<file path="src/logic/rpc_pkg.sv">
// constants and types for the reset pin control block
package rpc_pkg;
   // power-on reset timer interval, in microseconds (plain default)
   localparam int unsigned PorTimeUs = 1000;
   localparam int unsigned ClockMhz = 40;
   localparam int unsigned PorCycles = PorTimeUs * ClockMhz;
   localparam int PorCntW = 16;
   localparam logic [PorCntW-1:0] PorCntZero = 16'h0000;
   localparam logic [1:0] SyncZero = 2'h0;
   // reset sequencer states, gray along idle -> drive -> hold
   typedef enum logic [1:0] {
      RPC_IDLE = 2'b00,
      RPC_DRIVE = 2'b01,
      RPC_HOLD = 2'b11
   } rpc_state_t;
endpackage

</file>
<file path="src/logic/rpc_sync.sv">
// two flip-flop synchroniser for pin-level inputs
`timescale 1ns/1ps
module rpc_sync (
   // clock and reset
   input wire logic clock,
   input wire logic rst,
   // level in and out
   input wire logic din,
   output logic dout
);
   logic stage1_q;
   logic stage1_d;
   logic stage2_q;
   logic stage2_d;

   always_comb begin
      stage1_d = din;
      stage2_d = stage1_q;
   end

   // reset value high: the pin idles high through the pull-up
   always_ff @(posedge clock or posedge rst) begin
      if (rst) begin
         stage1_q <= 1'b1;
         stage2_q <= 1'b1;
      end else begin
         stage1_q <= stage1_d;
         stage2_q <= stage2_d;
      end
   end

   assign dout = stage2_q;
endmodule

</file>
<file path="src/logic/rpc_reset_pin_control.sv">
// reset source collector and shared reset pin driver
// How it works
// - internal reset asserts on power-on, watchdog, stop recovery, brown-out or pin low outside stop mode
// - power-on or watchdog reset pulls the pin low for the timer interval, except the cycles under brown-out; the timer does not pause
// - internal pull-up on the pin, switched off while the block drives low
// - release the pin one cycle after the brown-out condition rises, until one cycle after it falls
// - external pin low never ends stop mode; only recovery sources do
`timescale 1ns/1ps
module rpc_reset_pin_control
   import rpc_pkg::*;
(
   // clock and reset
   input wire logic clock,
   input wire logic rst,
   // reset causes
   input wire logic powerOnEvent,
   input wire logic watchdogTimeout,
   input wire logic stopRecovery,
   input wire logic brown_out_condition,
   // stop mode state from the core
   input wire logic stopModeActive,
   // shared reset pin, open-drain
   input wire logic resetPinIn,
   output logic resetPinOut,
   output logic resetPinOe,
   output logic pullUpEnable,
   // results
   output logic sysReset,
   output logic stopWake
);
   // sequencer state and timer
   rpc_state_t state_q;
   rpc_state_t state_d;
   logic [PorCntW-1:0] cnt_q;
   logic [PorCntW-1:0] cnt_d;

   // pin driver
   logic oe_q;
   logic oe_d;
   logic pull_q;
   logic pull_d;

   // internal reset and wake
   logic sysRst_q;
   logic sysRst_d;
   logic wake_q;
   logic wake_d;

   // synchronised pin
   logic pinSync;
   logic pinLow;

   // sequencer decode
   logic driveReq;
   logic timerDone;
   logic drivePhase;
   logic pinReset;

   ////////////////////////////////////////////////////////////////
   // pin synchroniser
   // the line is asynchronous to the clock
   rpc_sync u_rpc_sync (
      .clock(clock),
      .rst(rst),
      .din(resetPinIn),
      .dout(pinSync)
   );

   ////////////////////////////////////////////////////////////////
   // request decode
   always_comb begin
      driveReq = powerOnEvent | watchdogTimeout;
      timerDone = (cnt_q == PorCntZero);
      pinLow = ~pinSync;
   end

   ////////////////////////////////////////////////////////////////
   // sequencer next state: idle, drive for the interval, hold until the line rises
   always_comb begin
      state_d = state_q;
      cnt_d = cnt_q;
      case (state_q)
         RPC_IDLE: begin
            // rest until a power-on or watchdog request
            if (driveReq) begin
               state_d = RPC_DRIVE;
               cnt_d = PorCntW'(PorCycles - 1);
            end
         end
         RPC_DRIVE: begin
            // count the interval down to zero
            if (driveReq) begin
               // a new request restarts the full interval
               cnt_d = PorCntW'(PorCycles - 1);
            end else if (timerDone) begin
               state_d = RPC_HOLD;
            end else begin
               cnt_d = cnt_q - 1'b1;
            end
         end
         RPC_HOLD: begin
            // wait for the line to rise before rearming
            if (driveReq) begin
               state_d = RPC_DRIVE;
               cnt_d = PorCntW'(PorCycles - 1);
            end else if (pinSync) begin
               state_d = RPC_IDLE;
            end
         end
         default: begin
            state_d = RPC_IDLE;
            cnt_d = PorCntZero;
         end
      endcase
   end

   // sequencer registers
   always_ff @(posedge clock or posedge rst) begin
      if (rst) begin
         // release acts as a request at the first edge
         state_q <= RPC_DRIVE;
         cnt_q <= PorCntW'(PorCycles);
      end else begin
         state_q <= state_d;
         cnt_q <= cnt_d;
      end
   end

   ////////////////////////////////////////////////////////////////
   // pin driver next state
   always_comb begin
      drivePhase = (state_d == RPC_DRIVE);
      // outside the drive phase: released, pull-up on
      oe_d = 1'b0;
      pull_d = 1'b1;
      if (drivePhase) begin
         if (brown_out_condition) begin
            // brown-out: line left to the pull-up
            oe_d = 1'b0;
            pull_d = 1'b1;
         end else begin
            oe_d = 1'b1;
            pull_d = 1'b0;
         end
      end
   end

   // pin driver registers
   always_ff @(posedge clock or posedge rst) begin
      if (rst) begin
         oe_q <= 1'b0;
         pull_q <= 1'b1;
      end else begin
         oe_q <= oe_d;
         pull_q <= pull_d;
      end
   end

   ////////////////////////////////////////////////////////////////
   // internal reset next state
   always_comb begin
      // pin low counts only outside stop mode
      pinReset = pinLow & ~stopModeActive;
      sysRst_d = 1'b0;
      if (powerOnEvent) begin
         sysRst_d = 1'b1;
      end
      if (watchdogTimeout) begin
         sysRst_d = 1'b1;
      end
      if (drivePhase) begin
         sysRst_d = 1'b1;
      end
      if (stopRecovery) begin
         sysRst_d = 1'b1;
      end
      if (brown_out_condition) begin
         sysRst_d = 1'b1;
      end
      if (pinReset) begin
         sysRst_d = 1'b1;
      end
   end

   // internal reset register
   always_ff @(posedge clock or posedge rst) begin
      if (rst) begin
         sysRst_q <= 1'b1;
      end else begin
         sysRst_q <= sysRst_d;
      end
   end

   ////////////////////////////////////////////////////////////////
   // stop mode wake next state
   always_comb begin
      wake_d = 1'b0;
      // only a recovery source ends stop mode, never the pin
      if (stopModeActive & stopRecovery) begin
         wake_d = 1'b1;
      end
   end

   // stop mode wake register
   always_ff @(posedge clock or posedge rst) begin
      if (rst) begin
         wake_q <= 1'b0;
      end else begin
         wake_q <= wake_d;
      end
   end

   ////////////////////////////////////////////////////////////////
   // outputs
   // open-drain pin: data held low, enable does the driving
   assign resetPinOut = 1'b0;
   assign resetPinOe = oe_q;
   assign pullUpEnable = pull_q;

   // results to the core
   assign sysReset = sysRst_q;
   assign stopWake = wake_q;
endmodule

</file>
<file path="config.mk">
export PLATFORM = sky130hd
export DESIGN_NAME = rpc_reset_pin_control
export DESIGN_NICKNAME = d
export VERILOG_FILES = /design/src/logic/rpc_pkg.sv /design/src/logic/rpc_sync.sv /design/src/logic/rpc_reset_pin_control.sv
export SDC_FILE = /design/constraint.sdc
export NUM_CORES = 1
export LEC_CHECK = 0
export ABC_AREA = 1
export BUFFER_PORTS_ARGS = -buffer_cell sky130_fd_sc_hd__buf_2
export CAP_MARGIN = 30
export CORE_ASPECT_RATIO = 0.8
export CORE_UTILIZATION = 55
export CTS_CLUSTER_SIZE = 16
export DETAILED_ROUTE_END_ITERATION = 10
export PLACE_DENSITY = 0.82
export SETUP_SLACK_MARGIN = 0.1
export SLEW_MARGIN = 20
export SYNTH_ARGS = -nofsm -noshare
export SYNTH_HDL_FRONTEND = slang
export SYNTH_SLANG_ARGS = --single-unit
export TNS_END_PERCENT = 5
</file>
<file path="constraint.sdc">
create_clock -name clock -period 2.8 [get_ports clock]
set_input_delay 0.28 -clock clock [delete_from_list [all_inputs] [get_ports clock]]
set_output_delay 0.28 -clock clock [all_outputs]
set_load 0.05 [all_outputs]
</file>
### After elaboration in Yosys (flattened, before gate mapping)

Cells that the tools add are included.

* equality and inequality tests: 5
* reductions and logical operators: 4
* bitwise gates (word level): 5
* $add $sub $neg: 1
* muxes and demuxes: 21

Operators with widths (number)
* 16-bit two-way mux: 3
* 16-bit one-hot mux with 2 select lines: 1
* 16-bit zero test: 1
* 16-bit by 1-bit subtractor with 16-bit output, second input constant: 1
* 1-bit two-way mux: 11
* 2-bit two-way mux: 5
* 2-bit one-hot mux with 3 select lines: 1
* 2-bit by 1-bit equality test with 1-bit output, second input constant: 2
* 3-bit != test, second input constant: 1
* 1-bit bitwise AND: 2
* 2-bit equality test, second input constant: 1
* 2-bit zero test: 1
* 2-bit by 1-bit != test with 1-bit output, second input constant: 1
* 1-bit NOT: 2
* 2-bit AND reduction: 1
* 2-bit OR reduction: 1
* 1-bit OR: 1

* word-level logic and storage cells: 44
* output and inout port bits: 5
* input port bits: 8
* flip-flop bits (word level): 24

### Longest topological paths before layout

Gate-level depths: netlist of the first run.

* depth in word-level cells: 9
* gate-level depth with buffers: 11
* depth with buffers taken out: 11

### Modules after synthesis

A second synthesis of the first run with hierarchy kept.

* cell total of the unflattened synthesis: 236
* area, all modules: 1644.1 um2

Modules (own cells, without submodules)
* rpc_reset_pin_control: sequential area each 560.5 um2, area each 1587.8 um2, times used 1, cells an instance 233
* rpc_sync: sequential area each 52.6 um2, area each 56.3 um2, times used 1, cells an instance 3

### Worst setup path after synthesis of the first run

OpenSTA, ideal clock, no wires.

* path type: register to register
* start: reg state_q[0]
* end: reg cnt_q[3]
* setup time: 0.074 ns
* path slack: 1.174 ns
* required time: 2.726 ns
* clock period less this slack: 1.626 ns
* buffers on the path: 1
* arrival: 1.552 ns
* cell stages (with the launch flop): 9
* cells stage by stage: dfstp_2 inv_1 ha_1 nor2_4 inv_1 nand2_2 buf_6 nand2_1 o21ai_2

* word-level cells in the longest chain between the ends: 4
* elaborated cells between the ends (all ways): 8
* classes of those cells: 4 x eq/ne; 1 x mux; 3 x reduce/logical

RTL lines
* start: declaration: RTL line rpc_reset_pin_control.sv:32 `rpc_state_t state_q;`
* start signal: assignment: RTL line rpc_reset_pin_control.sv:124 `state_q <= state_d;`
* 2-bit equality test / 2-bit zero test (equally long branches): RTL line rpc_reset_pin_control.sv:82 `case (state_q)`
* 2-bit OR reduction (no source line)
* 2-bit by 1-bit != test with 1-bit output (no source line)
* 2-bit AND reduction (no source line)
* end signal: assignment: RTL line rpc_reset_pin_control.sv:122 `cnt_q <= PorCntW'(PorCycles);`
* end signal: assignment: RTL line rpc_reset_pin_control.sv:125 `cnt_q <= cnt_d;`
* end: declaration: RTL line rpc_reset_pin_control.sv:34 `logic [PorCntW-1:0] cnt_q;`

Parallel ways exist; a longest one is shown, timed or not.
A chain may end at the register's enable or synchronous reset.

### Worst setup path after layout of the first run

* start: reg state_q[0]
* end: reg cnt_q[15]

Same word-level chain as after synthesis.

==> results of run 1 <==
[routing by layer]
metal,track usage,share of wire,vias up
li1,-,-,749
met1,0.3627,0.46,687
met2,0.3777,0.46,52
met3,0.04241,0.066,7
met4,0.05682,0.011,0
met5,0,0,-
[area by class of cell]
class	count	area share
clock buffer	3	0.02242
clock inverter	1	0.01630
inverter	32	0.06522
multi-input combinational	169	0.4898
sequential	24	0.3329
tap	38	0.02582
timing repair buffer	14	0.04755
[stage by stage]
stage / worst slack, ps / std cells / instance area (sq um) / hold slack (ps) / power [mW]
after detailed placement: 899.6 / 275 / 1745 / 349.8 / 0.5184
after global placement: 891.3 / 275 / 1745 / 349.0 / 0.5152
final: 875.1 / 281 / 1842 / 106.9 / 0.8215
after floorplan: 1174 / 229 / 1663 / 284.5 / 0.4890
after CTS: 860.1 / 279 / 1817 / 98.02 / 0.8248
after global routing: 735.1 / 281 / 1842 / 93.65 / 0.8587
[logic make-up after synthesis]
family                   share of synthesized area
other                                     0.002255
adder cells (fa/ha/maj)                    0.03762
buffers and inverters                      0.08879
AO/OA/AOI/OAI                               0.1001
flip-flops                                  0.3687
AND/OR/NAND/NOR                             0.4026
[critical path, stage by stage (launching register included)]
cell and delay, ps:
dfstp_2 560, inv_1 60, ha_1 420, nor2_4 100, inv_1 110, nand2_2 190, nor2_1 270, nand2_1 100
nand2_1 60
[cells in the final DEF (no fill, tap or decap), types with 6 or more instances in the layout]
| cell type | count |
|---|---|
| nand2_1 | 59 |
| inv_1 | 30 |
| nand3_1 | 25 |
| nor2_1 | 20 |
| dfrtp_1 | 14 |
| buf_2 | 11 |
| a21oi_1 | 10 |
| dfstp_2 | 10 |
| o21ai_0 | 9 |
| nor2_2 | 8 |
| nand2_2 | 7 |
| nor2_4 | 6 |
[worst max path at each step]
| stage | end | slack (ps) | cells past startpoint |
|---|---|---|---|
| 2_1_floorplan | cnt_q[3] | 1170 | 8 |
| 5_1_grt | cnt_q[11] | 740 | 8 |
| 4_1_cts | cnt_q[15] | 860 | 8 |
| 3_5_place_dp | cnt_q[15] | 900 | 8 |
| 3_3_place_gp | cnt_q[12] | 890 | 8 |
| 6_report | cnt_q[15] | 880 | 8 |
[registers in the layout (all words and copies together), names as in the netlist]
name                 count
cnt_q                   16
pullUpEnable             1
resetPinOe               1
state_q                  2
stopWake                 1
sysReset                 1
u_rpc_sync.dout          1
u_rpc_sync.stage1_q      1
[cell usage after synthesis (all sizes together)]
| master | count |
|---|---|
| nand3 | 26 |
| nand4 | 4 |
| nor4 | 1 |
| dfrtp | 14 |
| nor2 | 35 |
| clkbuf | 1 |
| conb | 1 |
| ha | 5 |
| buf | 3 |
| o21bai | 1 |
| inv | 32 |
| nand2 | 67 |
| nand3b | 1 |
| dfstp | 10 |
| a21oi | 10 |
| o21ai | 18 |
[power by group]
group / leakage [nW] / switching (mW) / total [mW] / internal [mW]
clock network: 0.0357 / 0.113 / 0.305 / 0.191
logic: 0.570 / 0.0808 / 0.121 / 0.0398
registers: 0.272 / 0.0216 / 0.396 / 0.374
total: 0.878 / 0.216 / 0.822 / 0.606
==> results.yml, run 1 <==
detailed_routing:
  viasPerCell: 5.320
  wl_per_cell_microns: 12.60
  vias: 1495
  routed_wl_mm: 3.540
  drt_iter0_drc: 96
  remaining_drc_errors: 0
  drtAntennaViolNets: 0
  firstDrtPassIters: 4
timing:
  fin_crit_sh: 0.6875
  rsz0062_at_grt: "no"
  min_period_ps: 1925
  maxSlewViolCount: 0
  worst_pin_slew_ps: 541.2
  setup_tns_ps: 0
  fin_skew_ps: 13.46
  setup_violations: 0
  maxSlewHeadroom: 0.6392
  fmaxAchievable_ghz: 0.5195
  hold_viol_final: 0
placed_design:
  port_buffers: 11
  dpl.hpwl_mm: 2.631
  place.gp.congestion: 0.8673
clocking:
  clk_pin_slew_worst_paths_ps: 80
  cts_hold_buf: 0
  worstSkewPairLatency_ps: 280
  cts_buffer_depth: 2
  post_cts_buffers: 0
  cts_buffers: 3
  clkSinkCount: 24
  root_buffer: "clkbuf_8"
  ctsResizeCount: 0
  cts-htree-levels: 1
  cts_tree: "yes"
worst_setup_path:
  setup.worst_path.class: "reg2reg"
  worstPathArrival_ps: 2140
  timing.rr.start: "state_q[0]"
  path_max_fanout: 12
  crit_required_ps: 3010
  cp-start-kind: "flop"
  r2r_end: "cnt_q[15]"
  worstSetupStartpoint: "state_q[0]"
  ff2ff_path_depth: 8
  r2r_setup_slack_ps: 880
  cp-end-kind: "flop"
yosys:
  synth_warnings: 0
  synthTopCellsByArea: "dfrtp_1 21%, dfstp_2 16%, nand2_1 13%, nand3_1 7.5%, inv_1 6.8%"
  synth.top_cell.area_share: 0.2107
  yosysTopAreaCell: "dfrtp_1"
  mappedNetlistArea_sq_um: 1663
  syn_area_per_cell_sq_um: 7.261
  synthesis.nets: 242
  ys_ff_latch: 24
  ys_seq_area_frac: 0.3687
  netlist_instances: 229
  synth_cell_types: 28
power:
  vdd_drop_max_uv: 385.3
  p_per_area_nw_per_um2: 446.0
  leakage_nw: 0.8782
floorplan:
  io_pins: 13
  start_util: 0.5922
  design.die.area_sq_um: 3249
  chipWidth_microns: 63.48
  design.core.area_sq_um: 2808
  num_rows: 17
  die_h_microns: 51.18
grt:
  grt_max_degree: 25
  grt_first_pass_wirelength_mm: 6.189
  first_global_vias: 1321
  grt.total_usage: 0.2467
  antenna_found_initial: 0
  gr-total-overflow: 0
cells_and_area:
  nets: 257
  fillers: 252
  multi_input_area_sq_um: 902.1
  final-seq-area_sq_um: 613.1
  area_delta_synth_final_pct: 10.76
  drive_above_1_share: 0.2428
  antenna_cells: 0
  post-route-util: 0.6560
hold_path:
  hold_path.class: "in2reg"
  min_to: "u_rpc_sync.stage1_q"
  hold_depth: 1
  hold_start: "resetPinIn"
outcome:
  status: "complete, no violations"
flow_run:
  max-cap-violations: 0
Power figures use the tool's default switching activity.
==> run 2: changes to the inputs <==
- clock period: 2.8 -> 1.9 ns (I/O delays scaled with it)
==> run 2 against run 1 <==
  * Sequential cell count unchanged
  * Non-clock buffer count grew 3
  * Global-route usage fell by 0.81 points
  * Combinational power increased by 52%
  * Critical endpoint is now resetPinOe
  * Largest cell class unchanged
==> results.yml, run 2 (same netlist as run 1, synthesis figures left out) <==
outcome:
  status: "complete, no violations"
timing:
  hold_viol_final: 0
  setup_violations: 0
  maxSlewViolCount: 0
  fmaxAchievable_ghz: 0.5853
  fin_skew_ps: 8.407
  rsz0062_at_grt: "yes"
  setup_tns_ps: 0
  whs_ps: 19.72
  fin_crit_sh: 0.8993
  min_period_ps: 1709
cells_and_area:
  antenna_cells: 0
  stdcell_count: 284
  largest_register_ffs: 16
  drive_above_1_share: 0.2561
  nets: 260
  top_regs: "cnt_q x16, state_q x2"
  top_register: "cnt_q"
  area_delta_synth_final_pct: 12.11
  final_common_cell: "nand2_1"
  final_cell_mix: "59 x nand2_1, 30 x inv_1, 25 x nand3_1, 20 x nor2_1, 14 x dfrtp_1"
placed_design:
  port_buffers: 11
  dpl.hpwl_mm: 2.669
  dp.cells: 279
  place.gp.congestion: 0.8966
worst_setup_path:
  cp-end-kind: "flop"
  crit_required_ps: 2060
  cp-start-kind: "flop"
  setup.worst_path.class: "reg2reg"
  path_max_fanout: 6
  worstPathArrival_ps: 1870
  r2r_setup_slack_ps: 190
clocking:
  worstSkewPairLatency_ps: 270
  clk_pin_slew_worst_paths_ps: 90
  clkSinkCount: 24
  cts_buffers: 3
  cts_tree: "yes"
  post_cts_buffers: 0
  cts-htree-levels: 1
  root_buffer: "clkbuf_8"
  cts_buffer_depth: 2
floorplan:
  die_h_microns: 51.18
  chipWidth_microns: 63.48
  num_rows: 17
  design.die.area_sq_um: 3249
  start_util: 0.5922
  design.core.area_sq_um: 2808
  io_pins: 13
detailed_routing:
  drt_iter0_drc: 84
  firstDrtPassIters: 4
  wl_per_cell_microns: 12.79
  remaining_drc_errors: 0
  viasPerCell: 5.373
  routed_wl_mm: 3.631
  vias: 1526
  drtAntennaViolNets: 0
grt:
  grt.total_usage: 0.2386
  antenna_found_initial: 0
  first_global_vias: 1357
  gr-total-overflow: 0
  grt_max_degree: 25
  grt_first_pass_wirelength_mm: 5.961
power:
  p_per_area_nw_per_um2: 650.3
  finalPower_mw: 1.212
  leakage_nw: 0.8871
  p_int_mw: 0.8954
  p_sw_mw: 0.3171
  seqPwrFrac: 0.482
  combinationalPowerShare: 0.152
  vdd_drop_max_uv: 560.4
  swShare: 0.2615
  clockPowerShare: 0.366
flow_run:
  max-cap-violations: 0
hold_path:
  hold_path.class: "in2reg"
## run 2: cell count changes in the layout (fill, tap and decap cells not counted)
cell     previous run  this run
buf_4               1         5
nand2_2             7         6
nand2_4             1         2
buf_8               1         0
ha_1                5         4
ha_2                0         1
## run 2: final cells by class
class | count | area (sq um)
flip-flops and latches | 24 | 613.1
well taps | 38 | 47.55
clock inverters | 1 | 30.03
repair buffers | 17 | 102.6
fillers | 257 | 943.4
clock buffers | 3 | 41.29
inverters | 32 | 120.1
multi-input cells | 169 | 909.6
## run 2: repair_timing
item	CTS	global route
endpoints found under the setup margin	0	12
resized for setup	0	2
hold endpoints to repair	14	0
hold buffers	1	0
## run 2: path summary, 6_finish.rpt
path,start,endpoint,cells after the start
min reg2reg,u_rpc_sync.stage1_q,u_rpc_sync.dout,0
max,cnt_q[0],resetPinOe,9
min in group asynchronous,rst,cnt_q[0],4
max in group asynchronous,rst,cnt_q[12],4
min,resetPinIn,u_rpc_sync.stage1_q,1
max reg2reg,cnt_q[0],resetPinOe,9
## run 2: critical path: stages, from the launching register on
cell and delay, ps:
dfrtp_1 410, inv_1 130, ha_2 220, nand2_2 130, nor2_4 170, nand2_1 80
o21ai_0 150, nand3_1 140, nand2_1 130, nor2_1 50
## run 2: power groups by stage
stage,logic [mW],clock network [mW],registers (mW)
2_1_floorplan,0.121,0,0.600
3_3_place_gp,0.175,0,0.592
3_5_place_dp,0.179,0,0.593
4_1_cts,0.183,0.451,0.584
5_1_grt,0.207,0.469,0.589
6_report,0.184,0.443,0.585
## run 2: metrics by stage
stage          setup slack, ps  utilization  cell area (sq um)
6_report                 191.4       0.6640               1864
5_1_grt                  84.00       0.6640               1864
4_1_cts                  107.2       0.6613               1857
3_5_place_dp             141.0       0.6324               1775
3_3_place_gp             176.7       0.6324               1775
2_1_floorplan            273.7            -               1663
## run 2: layer usage
| metal | GRT usage | part of all wire | vias to the layer above |
|---|---|---|---|
| met5 | 0 | 0 | - |
| met4 | 0.04545 | 0.0033 | 0 |
| met3 | 0.04241 | 0.043 | 2 |
| met2 | 0.4025 | 0.50 | 42 |
| met1 | 0.3234 | 0.46 | 723 |
| li1 | - | - | 759 |
